**config.mk**
```make
export PLATFORM = sky130hd
export DESIGN_NAME = csfo_core
export DESIGN_NICKNAME = d
export VERILOG_FILES = /design/src/rtl/csfo_pkg.sv /design/src/rtl/csfo_core.sv
export VERILOG_INCLUDE_DIRS = /design/src /design/src/rtl
export SDC_FILE = /design/constraint.sdc
export NUM_CORES = 1
export LEC_CHECK = 0
export ABC_CLOCK_PERIOD_IN_PS = 4100
export BUFFER_PORTS_ARGS = -buffer_cell sky130_fd_sc_hd__buf_2
export CAP_MARGIN = 20
export CORE_MARGIN = 2
export CORE_UTILIZATION = 40
export CTS_CLUSTER_SIZE = 25
export DETAILED_ROUTE_END_ITERATION = 7
export HOLD_SLACK_MARGIN = 0.08
export PLACE_DENSITY = 0.61
export SKIP_LAST_GASP = 1
export SYNTH_ARGS = -nofsm -noshare
export SYNTH_HDL_FRONTEND = slang
export SYNTH_SLANG_ARGS = --single-unit
```
**constraint.sdc**
```tcl
create_clock -name clk -period 4.1 [get_ports clk]
set_clock_uncertainty 0.2 [all_clocks]
set_input_delay 0.82 -clock clk [delete_from_list [all_inputs] [get_ports clk]]
set_output_delay 0.82 -clock clk [all_outputs]
set_load 0.03 [all_outputs]
```
**src/rtl/csfo_map.svh**
```systemverilog
// Constants for the store, shift and flag execution slice.
// Assumes an 8-bit data path and a 16-bit data address space.
`ifndef CSFO_MAP_SVH
`define CSFO_MAP_SVH

// Flag positions inside the flags register
`define CSFO_FLAG_C 3'h0
`define CSFO_FLAG_Z 3'h1
`define CSFO_FLAG_N 3'h2
`define CSFO_FLAG_V 3'h3
`define CSFO_FLAG_S 3'h4
`define CSFO_FLAG_H 3'h5
`define CSFO_FLAG_T 3'h6
`define CSFO_FLAG_I 3'h7

// Reset values
`define CSFO_FLAGS_RST 8'h00
`define CSFO_SP_RST 16'h0000

// Execution lengths in core clocks
`define CSFO_CYC_MEM 2
`define CSFO_CYC_ALU 1

`endif

```
**src/rtl/csfo_pkg.sv**
```systemverilog
// Types shared by the store, shift and flag execution slice.
// Assumes the decoder ahead of it has already picked out the operands.
package csfo_pkg;

   // Operation selected by the decoder
   typedef enum logic [4:0] {
      CSFO_WR_PLAIN,   // indirect_write, pointer untouched
      CSFO_WR_POSTINC, // indirect_write, then pointer + 1
      CSFO_WR_PREDEC,  // pointer - 1, then indirect_write
      CSFO_WR_DISP,    // displaced_write
      CSFO_WR_DIRECT,  // direct_write
      CSFO_PUSH,       // source onto stack
      CSFO_POP,        // destination from stack
      CSFO_IO_SET,     // io_bit_set
      CSFO_IO_CLR,     // io_bit_clear
      CSFO_SHL,        // shift_left_logical
      CSFO_SHR,        // shift_right_logical
      CSFO_ROL,        // rotate_left_carry
      CSFO_ROR,        // rotate_right_carry
      CSFO_ASR,        // arith_right_shift
      CSFO_SWAP,       // nibble exchange
      CSFO_CAPT,       // flag_capture_bit
      CSFO_DEPO,       // flag_deposit_bit
      CSFO_FSET,       // flag_force_one
      CSFO_FCLR        // flag_force_zero
   } csfo_op_t;

   // One decoded instruction with its operands
   typedef struct packed {
      csfo_op_t op;      // Operation
      logic [7:0] src;   // Source or destination register value
      logic [15:0] ptr;  // Pointer pair value
      logic [5:0] disp;  // Displacement
      logic [15:0] addr; // Direct data address
      logic [4:0] io;    // I/O register address
      logic [2:0] bsel;  // Bit or flag index
   } csfo_cmd_t;

endpackage

```
**src/rtl/csfo_core.sv**
```systemverilog
// Execution slice: data stores, stack, I/O bit ops, shifts and flag ops.
// Assumes memory and I/O read data stands while the read strobe is up and
// is taken at the edge that ends it. Register file writeback is done by the caller.
//
// Notes on behaviour
// RL1: post-increment write stores, then pointer plus one
// RL2: pre-decrement write decrements pointer, then stores
// RL3: displaced write uses pointer plus displacement
// RL4: direct write uses address from instruction
// RL5: push stores source on stack, two cycles
// RL6: pop loads destination from stack, two cycles
// RL7: I/O bit set forces chosen bit high
// RL8: I/O bit clear forces chosen bit low
// RL9: left shift fills zero, sets Z C N V
// RL10: right shift fills zero, sets Z C N V
// RL11: rotate left through carry, sets Z C N V
// RL12: rotate right through carry, sets Z C N V
// RL13: arithmetic right shift keeps bit seven
// RL14: nibble swap, one cycle, flags untouched
// RL15: capture register bit into transfer flag
// RL16: deposit transfer flag into register bit
// RL17: flag set forces only that flag high
// RL18: flag clear forces only that flag low
// RL19: pointer arithmetic is full sixteen bit, wrapping
`timescale 1ns/100ps
`include "csfo_map.svh"

module csfo_core
   import csfo_pkg::*;
#(
   parameter logic [15:0] SP_INIT = `CSFO_SP_RST // Stack pointer after reset
) (
   input wire logic clk,               // 25 MHz core clock
   input wire logic resetn,            // Asynchronous reset, active low
   input wire logic cmd_valid,         // Decoded instruction present
   input wire csfo_cmd_t cmd,          // Decoded instruction
   input wire logic [7:0] mem_rdata,   // Data memory read data
   input wire logic [7:0] io_rdata,    // I/O register read data
   output logic cmd_ready,             // Slice can take an instruction
   output logic done,                  // Instruction finished, pulse
   output logic mem_we,                // Data memory write strobe
   output logic mem_re,                // Data memory read strobe
   output logic [15:0] mem_addr,       // Data memory address
   output logic [7:0] mem_wdata,       // Data memory write data
   output logic io_we,                 // I/O write strobe
   output logic io_re,                 // I/O read strobe
   output logic [4:0] io_addr,         // I/O register address
   output logic [7:0] io_wdata,        // I/O write data
   output logic rd_we,                 // Register writeback strobe
   output logic [7:0] rd_wdata,        // Register writeback value
   output logic ptr_we,                // Pointer pair writeback strobe
   output logic [15:0] ptr_wdata,      // Pointer pair writeback value
   output logic [15:0] sp,             // Stack pointer
   output logic [7:0] flags_register   // Status flags
);

   typedef enum logic {CSFO_IDLE, CSFO_MEM} csfo_state_t;

   csfo_state_t state_r, state_nxt;     // Sequencer state
   csfo_cmd_t cmd_r;                    // Held two-cycle instruction
   logic [7:0] flags_r, flags_nxt;      // Status flags
   logic [15:0] sp_r, sp_nxt;           // Stack pointer
   logic ready_r, done_r;               // Handshake outputs
   logic mem_we_r, mem_re_r, io_we_r, io_re_r, rd_we_r, ptr_we_r;
   logic [15:0] mem_addr_r, ptr_wdata_r;
   logic [7:0] mem_wdata_r, io_wdata_r, rd_wdata_r;
   logic [4:0] io_addr_r;

   // Decode of the incoming instruction
   wire accept = (state_r == CSFO_IDLE) && cmd_valid;
   wire is_wr = (cmd.op == CSFO_WR_PLAIN) || (cmd.op == CSFO_WR_POSTINC) ||
                (cmd.op == CSFO_WR_PREDEC) || (cmd.op == CSFO_WR_DISP) ||
                (cmd.op == CSFO_WR_DIRECT) || (cmd.op == CSFO_PUSH);
   wire is_io = (cmd.op == CSFO_IO_SET) || (cmd.op == CSFO_IO_CLR);
   wire is_pop = cmd.op == CSFO_POP;
   wire two_cyc = is_wr || is_io || is_pop;
   wire is_shift = (cmd.op == CSFO_SHL) || (cmd.op == CSFO_SHR) ||
                   (cmd.op == CSFO_ROL) || (cmd.op == CSFO_ROR) ||
                   (cmd.op == CSFO_ASR);
   wire [7:0] bmask = 8'h01 << cmd.bsel;
   wire [7:0] hmask = 8'h01 << cmd_r.bsel;

   // Pointer arithmetic on the whole pair; natural 16-bit wrap
   wire [15:0] ptr_inc = cmd.ptr + 16'h0001; // RL19
   wire [15:0] ptr_dec = cmd.ptr - 16'h0001; // RL19
   wire [15:0] ptr_dsp = cmd.ptr + {10'h000, cmd.disp};
   wire [15:0] sp_inc = sp_r + 16'h0001;
   wire [15:0] sp_dec = sp_r - 16'h0001;

   // Store address for each write flavour
   wire [15:0] wr_addr =
      (cmd.op == CSFO_WR_PREDEC) ? ptr_dec : // RL2
      (cmd.op == CSFO_WR_DISP)   ? ptr_dsp : // RL3
      (cmd.op == CSFO_WR_DIRECT) ? cmd.addr : // RL4
      (cmd.op == CSFO_PUSH)      ? sp_r :    // RL5
      cmd.ptr;                               // RL1

   // Pointer writeback value; only the two stepping writes update it
   wire [15:0] ptr_new = (cmd_r.op == CSFO_WR_PREDEC) ? cmd_r.ptr - 16'h0001 :
                         cmd_r.ptr + 16'h0001;
   wire ptr_step = (cmd_r.op == CSFO_WR_POSTINC) || (cmd_r.op == CSFO_WR_PREDEC);

   // Shift and rotate results with the carry they produce
   wire cin = flags_r[`CSFO_FLAG_C];
   wire [7:0] s = cmd.src;
   wire [7:0] sh_res =
      (cmd.op == CSFO_SHL) ? {s[6:0], 1'b0} : // RL9
      (cmd.op == CSFO_SHR) ? {1'b0, s[7:1]} : // RL10
      (cmd.op == CSFO_ROL) ? {s[6:0], cin} :  // RL11
      (cmd.op == CSFO_ROR) ? {cin, s[7:1]} :  // RL12
      {s[7], s[7:1]};                         // RL13
   wire sh_c = ((cmd.op == CSFO_SHL) || (cmd.op == CSFO_ROL)) ? s[7] : s[0];
   wire sh_n = sh_res[7];
   wire sh_z = sh_res == 8'h00;

   // Register writeback value for one-cycle operations
   wire [7:0] alu_res =
      is_shift ? sh_res :
      (cmd.op == CSFO_SWAP) ? {s[3:0], s[7:4]} : // RL14
      flags_r[`CSFO_FLAG_T] ? (s | bmask) : (s & ~bmask); // RL16
   wire alu_we = is_shift || (cmd.op == CSFO_SWAP) || (cmd.op == CSFO_DEPO);

   // Read-modify-write value for the I/O bit operations
   wire [7:0] io_mod = (cmd_r.op == CSFO_IO_SET) ? (io_rdata | hmask) : // RL7
                       (io_rdata & ~hmask);                              // RL8

   // Flag update; memory and I/O operations leave the flags alone
   always_comb begin
      flags_nxt = flags_r;
      if (accept && is_shift) begin
         flags_nxt[`CSFO_FLAG_C] = sh_c;        // RL9
         flags_nxt[`CSFO_FLAG_Z] = sh_z;        // RL10
         flags_nxt[`CSFO_FLAG_N] = sh_n;        // RL11
         flags_nxt[`CSFO_FLAG_V] = sh_n ^ sh_c; // RL12
      end else if (accept && cmd.op == CSFO_CAPT) begin
         flags_nxt[`CSFO_FLAG_T] = s[cmd.bsel]; // RL15
      end else if (accept && cmd.op == CSFO_FSET) begin
         flags_nxt[cmd.bsel] = 1'b1;            // RL17
      end else if (accept && cmd.op == CSFO_FCLR) begin
         flags_nxt[cmd.bsel] = 1'b0;            // RL18
      end
   end

   // Stack pointer: push post-decrements, pop pre-increments
   assign sp_nxt = !accept ? sp_r :
                   (cmd.op == CSFO_PUSH) ? sp_dec :
                   is_pop ? sp_inc : sp_r;

   // Two-cycle operations park in the memory state for one clock
   assign state_nxt = (accept && two_cyc) ? CSFO_MEM : CSFO_IDLE;

   // Sequencer, flags and stack pointer
   always_ff @(posedge clk or negedge resetn) begin
      if (!resetn) begin
         state_r <= CSFO_IDLE;
         flags_r <= `CSFO_FLAGS_RST;
         sp_r <= SP_INIT;
         ready_r <= 1'b0;
         done_r <= 1'b0;
      end else begin
         state_r <= state_nxt;
         flags_r <= flags_nxt;
         sp_r <= sp_nxt;
         ready_r <= state_nxt == CSFO_IDLE;
         // One-cycle ops finish at once, the rest one clock later
         done_r <= (accept && !two_cyc) || (state_r == CSFO_MEM);
      end
   end

   // Hold the instruction for its second clock
   always_ff @(posedge clk or negedge resetn) begin
      if (!resetn) begin
         cmd_r <= '0;
      end else if (accept) begin
         cmd_r <= cmd;
      end
   end

   // First clock: drive the memory or I/O access
   always_ff @(posedge clk or negedge resetn) begin
      if (!resetn) begin
         mem_we_r <= 1'b0;
         mem_re_r <= 1'b0;
         io_re_r <= 1'b0;
         mem_addr_r <= 16'h0000;
         mem_wdata_r <= 8'h00;
      end else begin
         mem_we_r <= accept && is_wr; // RL4
         mem_re_r <= accept && is_pop; // RL6
         io_re_r <= accept && is_io;
         if (accept && (is_wr || is_pop)) begin
            mem_addr_r <= is_pop ? sp_inc : wr_addr;
            mem_wdata_r <= cmd.src; // RL5
         end
      end
   end

   // Second clock for I/O: write back the modified byte
   always_ff @(posedge clk or negedge resetn) begin
      if (!resetn) begin
         io_we_r <= 1'b0;
         io_addr_r <= 5'h00;
         io_wdata_r <= 8'h00;
      end else begin
         io_we_r <= (state_r == CSFO_MEM) && (cmd_r.op inside {CSFO_IO_SET, CSFO_IO_CLR});
         if (accept && is_io) begin
            io_addr_r <= cmd.io;
         end
         if (state_r == CSFO_MEM) begin
            io_wdata_r <= io_mod;
         end
      end
   end

   // Register and pointer writeback
   always_ff @(posedge clk or negedge resetn) begin
      if (!resetn) begin
         rd_we_r <= 1'b0;
         rd_wdata_r <= 8'h00;
         ptr_we_r <= 1'b0;
         ptr_wdata_r <= 16'h0000;
      end else begin
         rd_we_r <= (accept && alu_we) || ((state_r == CSFO_MEM) && cmd_r.op == CSFO_POP);
         if (state_r == CSFO_MEM) begin
            rd_wdata_r <= mem_rdata; // RL6
         end else if (accept) begin
            rd_wdata_r <= alu_res;
         end
         // Pointer steps only for the post-increment and pre-decrement forms
         ptr_we_r <= (state_r == CSFO_MEM) && ptr_step; // RL1
         if (state_r == CSFO_MEM) begin
            ptr_wdata_r <= ptr_new; // RL19
         end
      end
   end

   // Outputs straight from flip-flops
   assign cmd_ready = ready_r;
   assign done = done_r;
   assign mem_we = mem_we_r;
   assign mem_re = mem_re_r;
   assign mem_addr = mem_addr_r;
   assign mem_wdata = mem_wdata_r;
   assign io_we = io_we_r;
   assign io_re = io_re_r;
   assign io_addr = io_addr_r;
   assign io_wdata = io_wdata_r;
   assign rd_we = rd_we_r;
   assign rd_wdata = rd_wdata_r;
   assign ptr_we = ptr_we_r;
   assign ptr_wdata = ptr_wdata_r;
   assign sp = sp_r;
   assign flags_register = flags_r;
endmodule

```
### Word-level counts from Yosys, hierarchy flattened

Index checks and enable logic that the tools add are counted.
W data, S select, Z words.

| word-level totals | value |
|---|---|
| logic and storage cells | 147 |
| output and inout bits | 93 |
| register bits | 118 |
| input port bits | 78 |

| cells by class | value |
|---|---|
| eq/ne operators | 24 |
| shift-type cells | 2 |
| multiplexer cells | 29 |
| add/sub/neg operators | 6 |
| magnitude comparators | 2 |
| reductions and logical operators | 48 |
| bitwise gates (word level) | 14 |

Operator list:

| kind | count |
|---|---|
| $mux W16 | 8 |
| $mux W8 | 12 |
| $sub A16 B1 Y16 const B | 3 |
| $eq A5 B4 Y1 const B | 9 |
| $add A16 B1 Y16 const B | 2 |
| $eq A5 B3 Y1 const B | 6 |
| $and A8 B8 Y8 | 3 |
| $not A8 Y8 | 3 |
| $or A8 B8 Y8 | 3 |
| $logic_or A1 B1 Y1 | 19 |
| $add A16 B6 Y16 | 1 |
| $logic_and A1 B1 Y1 | 16 |
| $shl A1 B3 Y8 const A | 2 |
| $eq A5 B2 Y1 const B | 3 |
| $eq A5 B5 Y1 const B | 3 |
| $eq A5 B1 Y1 const B | 2 |
| $logic_not A8 Y1 | 1 |
| $mux W4 | 2 |
| $reduce_bool A2 Y1 | 4 |
| $reduce_and A2 Y1 | 3 |
| $reduce_bool A3 Y1 | 2 |
| $logic_not A5 Y1 | 1 |
| $mux W1 | 5 |
| $lt A3 B4 Y1 const B | 1 |
| 8 further kinds | 11 |

### Depth between registers and ports, before layout

Gate-level depths: netlist (run 1).

| depth | value |
|---|---|
| depth in word-level cells | 11 |
| gate-level depth with buffers | 11 |
| gate-level depth less buffers | 10 |

### Worst setup path before layout (run 1)

No wires, ideal clock.

| timing | value |
|---|---|
| kind | flip-flop to flip-flop |
| start | register cmd_r[54] (netlist name) |
| end | register ptr_wdata_r[13] (netlist: ptr_wdata[13]) |
| cell stages (with the launch flop) | 12 |
| library setup time | 125 ps |
| data required time | 3775 ps |
| clock period less this slack | 3106 ps |
| path buffers | 1 |
| arrival | 2781 ps |
| path slack | 994 ps |
| cells stage by stage | dfrtp_1 > nor4_1 > nand2_1 > inv_1 > ha_1 > buf_2 > a41oi_1 > o221a_2 > a21boi_0 > o211ai_1 > xor2_1 > mux2_2 |

| on the way | value |
|---|---|
| cells in the longest elaborated chain, start to end | 2 |

Ends and longest elaborated chain:

| what | line | source |
|---|---|---|
| from (decl) | csfo_core.sv:60 | `csfo_cmd_t cmd_r;` |
| from (signal assigned) | csfo_core.sv:175 | `cmd_r <= cmd;` |
| $eq A5 B2 Y1 | csfo_core.sv:99 | `wire [15:0] ptr_new = (cmd_r.op == CSFO_WR_PREDEC) ? cmd_r.ptr - 16'h0001 :` |
| $mux W16 | csfo_core.sv:99 |  |
| to (signal assigned) | csfo_core.sv:232 | `ptr_wdata_r <= ptr_new;` |
| to (decl) | csfo_core.sv:65 | `logic [15:0] mem_addr_r, ptr_wdata_r;` |

No other way between the ends.
A chain may end at the register's enable or synchronous reset.

### Worst setup path after layout (run 1)

Ends and elaborated chain as after synthesis.

==> out/metrics.cfg, run 1 <==
[clocking]
clk_pin_slew_ps = 60
cts_made_buffers = 17
cts_hold_buf = 0
cts_sinks = 118
cts_tree = yes
clock_path_buffers = 2
clock_latency_ps = 420
cts_resized = 0
post-cts-setup-buffers = 0
h-tree-depth = 4
cts-root-buf = clkbuf_16

[detailed_routing]
via_count = 7826
drt_iter0_drc = 695
drc_errors = 0
wl_per_cell_um = 18.3
vias_per_cell = 5.62
routed_wl_um = 25500
first_pass_iters = 6
ant_nets = 0

[worst_setup_path]
cp.required_ps = 4210
cp-end-kind = register
cp_max_fo = 14
cp.arrival_ps = 3540
critical_path.max_stage_delay_ps = 430
crit_slowest_cell = dfrtp_1
crit_chain = nor4_1 -> nand2_1 -> inv_1 -> ha_1 -> a41oi_1 -> o221a_2 -> a21boi_0 -> o211ai_1 -> xor2_1 -> mux2_2
crit_buf_inv = 1
worstSetupPathType = reg2reg
cp-start-kind = register
cp_top_family = compound AO/OA/AOI/OAI gates

[grt]
antenna_found_initial = 1
grt_pass1_vias = 7487
grt_util_all_layers_pct = 24.0
grt.overflow.total = 0
grt_pass1_wl_um = 41000
grt_max_degree = 61

[power]
clkPwrFrac_pct = 35.3
power_switching_w = 0.00168
p_comb_share_pct = 30.2
irDropWorstVdd_uv = 277
p_seq_share_pct = 34.5
power.internal_w = 0.00292
p_per_area_nw_per_um2 = 474
swShare_pct = 36.5
leakage_nw = 4.52

[yosys]
synth_area_um2 = 8090
synth_cell_types = 77
synth_edf_count = 0
syn_inst = 976
syn_avg_cell_area_um2 = 8.29
yosys_warnings = 0
synthFlopType = dfrtp_1
async_reset_ff_share_pct = 100
ys_seq_elements = 118
syn-num-nets = 1079
synth_seq_area_share_pct = 36.5

[floorplan]
core_area_um2 = 20000
ios = 171
dieWidth_um = 146
die_area_um2 = 21400
rows = 52
initial_core_util_pct = 40.4
die_h_um = 146

[timing]
relSlewSlack_pct = 32.4
period_needed_ps = 3430
setup_tns_ps = 0
hold_viol_final = 0
worst_slew_pin_slew_ps = 1010
drv_slew = 0
rsz0062_at_grt = no
max_clock_freq_mhz = 291
setup_viol = 0
fin_crit_sh_pct = 83.7
setup_ws_ps = 668

[outcome]
status = complete, no violations

[finish]
nNetsFinal = 1213
diodes = 0
layout_commonest_cell = nand2_1
area_growth_pct = 20.1
final_area_um2 = 9720
num-fill-cells = 2015
drive_gt1_share_pct = 22.6
final_cell_mix = nand2_1, buf_2, dfrtp_1

[placed_design]
place_area_um2 = 9080
place_ws_ps = 674
detailed_place_hpwl_um = 18500
gp_congestion = 0.904
io_buffers = 170

[hold_path]
hold_class = in2async

[job]
maxCapViolCount = 0

layer usage:
layer  vias to the layer above  routed length, µm  share of wire [%]  track usage, %
met5                         -                 11              0.043               0
met4                         2                353                1.4            6.84
met3                        31               1890                7.4            4.69
met2                       317              11800                 46            37.9
met1                      3714              11500                 45            33.6
li1                       3762                  -                  -               -
layout make-up:
class | instances | area [µm²] | share of cell area, %
Timing Repair Buffer | 180 | 941 | 9.68
Tap cell | 270 | 338 | 3.48
Sequential cell | 118 | 2950 | 30.4
Clock buffer | 18 | 429 | 4.42
Clock inverter | 14 | 208 | 2.14
Inverter | 22 | 82.6 | 0.850
Multi-Input combinational cell | 771 | 4770 | 49.1
sequential cells by signal (all words and copies together) (netlist names), named ones only:
register   count
cmd_r         24
mem_addr      16
ptr_wdata     16
sp            16
io_wdata       8
mem_wdata      8
rd_wdata       8
io_addr        5
cmd_ready      1
done           1
io_re          1
io_we          1
mem_re         1
mem_we         1
ptr_we         1
rd_we          1
state_r        1
synthesized netlist by cell type (6+ instances only):
cell type  count  area share (%)
a221oi_1      11             1.2
ha_1          23             3.6
dfrtp_1      118              36
xor2_1        21             2.3
a22oi_1       10            0.93
a31oi_1        8            0.62
nand2b_1       8            0.62
and3_1         6            0.46
nor4_1        10            0.77
a211oi_1      14             1.3
a21oi_1       55             3.4
or3_1         12            0.93
buf_2         13            0.80
nor2_1        62             2.9
inv_1         21            0.97
o21ai_0       61             3.8
xnor2_1       36             3.9
o22ai_1       10            0.77
nand3_1       30             1.9
mux2i_1       25             3.1
nand2_1      196             9.1
nor2b_1        7            0.54
clkbuf_1      42             1.9
mux2_2        20             2.8
nand4_1        6            0.46
a21o_1         7            0.65
nor3_1        36             2.2
power by group through the flow:
stage | logic, W | registers (W) | clock network, W
2_1_floorplan | 0.000612 | 0.00192 | 0
3_3_place_gp | 0.00138 | 0.00160 | 0
3_5_place_dp | 0.00139 | 0.00160 | 0
4_1_cts | 0.00140 | 0.00159 | 0.00166
5_1_grt | 0.00151 | 0.00162 | 0.00172
6_report | 0.00139 | 0.00159 | 0.00162
kinds of logic after synthesis:
group                    share of synthesized area [%]
AND/OR/NAND/NOR                                   23.3
AO/OA/AOI/OAI                                     19.2
flip-flops                                        36.5
buffers and inverters                             4.62
XOR/XNOR                                          6.17
multiplexers                                      6.15
adder cells (fa/ha/maj)                           4.05
through the flow:
stage	total power, W	util [%]	hold WS (ps)	std cells
6_report	0.00460	48.5	267	1393
3_3_place_gp	0.00298	45.3	256	1361
3_5_place_dp	0.00299	45.3	258	1361
4_1_cts	0.00464	48.5	272	1393
2_1_floorplan	0.00253	-	252	976
5_1_grt	0.00485	48.5	306	1393
worst paths after layout:
kind	endpoint	slack, ps	cells after the start	start
setup / recovery	ptr_wdata[13]	670	10	cmd_r[54]
hold / removal	ptr_wdata[10]	270	1	resetn
setup reg to reg	ptr_wdata[13]	670	10	cmd_r[54]
hold reg to reg	ptr_wdata[4]	270	1	ptr_wdata[4]
max in group asynchronous	mem_wdata[1]	2580	2	resetn
min in group clk	ptr_wdata[4]	270	1	ptr_wdata[4]
Power figures use the tool's default switching activity.
==> inputs of run 2 (changes only) <==
- ABC_CLOCK_PERIOD_IN_PS: 4100 -> 3200
- clock period: 4.1 -> 3.2 ns (I/O delays scaled with it)
==> out/metrics.cfg, run 2 (same netlist as run 1, synthesis figures left out) <==
[worst_setup_path]
crit_buf_inv = 2
cp-end-kind = register
worst_path_most_repeated_cell = o21a_1
cp_top_family = simple AND/OR/NAND/NOR gates
cp.arrival_ps = 3200
crit_slowest_cell = or4_1
crit_chain = nor4_2 -> nand2_1 -> inv_2 -> buf_4 -> ha_1 -> o21a_1 -> o31a_1 -> o21a_1 -> o21a_1 -> or4_1 -> nand4_1
cp_max_fo = 8
cp-start-kind = register
critical_path.max_stage_delay_ps = 470
cp.required_ps = 3350
worstSetupPathType = reg2reg

[power]
p_seq_share_pct = 35.5
power.internal_w = 0.00356
power_switching_w = 0.00215
irDropWorstVdd_uv = 369
swShare_pct = 37.7
p_comb_share_pct = 31.6
leakage_nw = 4.62
p_per_area_nw_per_um2 = 576
clkPwrFrac_pct = 32.9

[timing]
hold_viol_final = 0
setup_ws_ps = 147
max_clock_freq_mhz = 328
worst_slew_pin_slew_ps = 692
drv_slew = 0
setup_viol = 0
relSlewSlack_pct = 53.8
fin_hold_ws_ps = 246
setup_tns_ps = 0
fin_crit_sh_pct = 95.4
period_needed_ps = 3050

[finish]
top_register = cmd_r
largest_reg_flops = 24
drive_gt1_share_pct = 24.6
final_util_pct = 49.4
final_area_um2 = 9910
final_cell_mix = nand2_1, buf_2, dfrtp_1
nNetsFinal = 1237
layout_commonest_cell = nand2_1
area_growth_pct = 22.4

[grt]
antenna_found_initial = 4
grt_util_all_layers_pct = 23.6
grt_pass1_vias = 7341
grt.overflow.total = 0
grt_max_degree = 72
grt_pass1_wl_um = 40400

[floorplan]
die_h_um = 146
die_area_um2 = 21400
core_area_um2 = 20000
rows = 52
ios = 171
initial_core_util_pct = 40.4
dieWidth_um = 146

[detailed_routing]
via_count = 7803
wl_per_cell_um = 17.8
drc_errors = 0
vias_per_cell = 5.49
ant_nets = 0
first_pass_iters = 6
routed_wl_um = 25300
drt_iter0_drc = 489

[hold_path]
hold_class = in2reg

[job]
maxCapViolCount = 0

[clocking]
cts_tree = yes
clock_path_buffers = 2
h-tree-depth = 4
cts_made_buffers = 17
cts-root-buf = clkbuf_16
clk_pin_slew_ps = 50
post-cts-setup-buffers = 0
cts_sinks = 118
clock_latency_ps = 420

[placed_design]
place_ws_ps = 8.32
detailed_place_hpwl_um = 18700
gp_congestion = 0.884
io_buffers = 170
place_area_um2 = 9290

[outcome]
status = complete, no violations

run 2: cell count changes in the layout (fill, tap and decap cells not counted), moves of 2 or more:
cell	delta
bufinv_16	-3
buf_4	+20
clkinvlp_4	+2
diode_2	+4
buf_12	+3
run 2: through the flow:
stage,std cells,total power [W]
5_1_grt,1420,0.00601
3_5_place_dp,1384,0.00384
3_3_place_gp,1384,0.00383
4_1_cts,1417,0.00574
6_report,1421,0.00571
2_1_floorplan,976,0.00324
run 2: metal layers:
layer	vias to the layer above	track usage [%]	wire, µm
met3	39	3.78	1500
met1	3661	34.3	11600
met2	283	35.7	11700
li1	3818	-	-
met5	-	0	11
met4	2	8.69	482
run 2: final cells by class:
cell class	instances	area [µm²]
antenna	4	10.0
clock buffer	19	443
clock inverter	13	133
fill	2033	10100
inverter	22	82.6
multi-input combinational	771	4790
sequential	118	2950
tap	270	338
timing repair buffer	204	1160
run 2: power by group through the flow:
stage	registers (W)	clock network, W	logic [W]
after floorplan	0.00246	0	0.000784
after global placement	0.00205	0	0.00179
after detailed placement	0.00205	0	0.00180
after CTS	0.00202	0.00191	0.00181
after global routing	0.00207	0.00199	0.00195
final	0.00203	0.00188	0.00181
run 2: worst reg2reg max path, stage by stage (launching register included):
cell	delay [ps]
dfrtp_1	420
nor4_2	310
nand2_1	160
inv_2	170
buf_4	180
ha_1	260
o21a_1	180
o31a_1	130
o21a_1	210
o21a_1	200
or4_1	470
nand4_1	100
run 2: repair_timing:
| action | in CTS | in global routing |
|---|---|---|
| pin swaps | 0 | 0 |
| hold endpoints to repair | 8 | 0 |
| endpoints found under the setup margin | 1 | 8 |
| resized for setup | 1 | 6 |
| hold buffers | 1 | 0 |
run 2: final timing paths:
| path | startpoint | to | slack, ps | cells past startpoint |
|---|---|---|---|---|
| worst max-delay path | cmd_r[58] | ptr_wdata[8] | 150 | 11 |
| worst min-delay path | mem_rdata[6] | rd_wdata[6] | 250 | 3 |
| worst max register to register | cmd_r[58] | ptr_wdata[8] | 150 | 11 |
| worst min register to register | mem_wdata[2] | mem_wdata[2] | 270 | 2 |
| max in group asynchronous | resetn | sp[6] | 1760 | 3 |
| min in group asynchronous | resetn | ptr_wdata[12] | 400 | 2 |
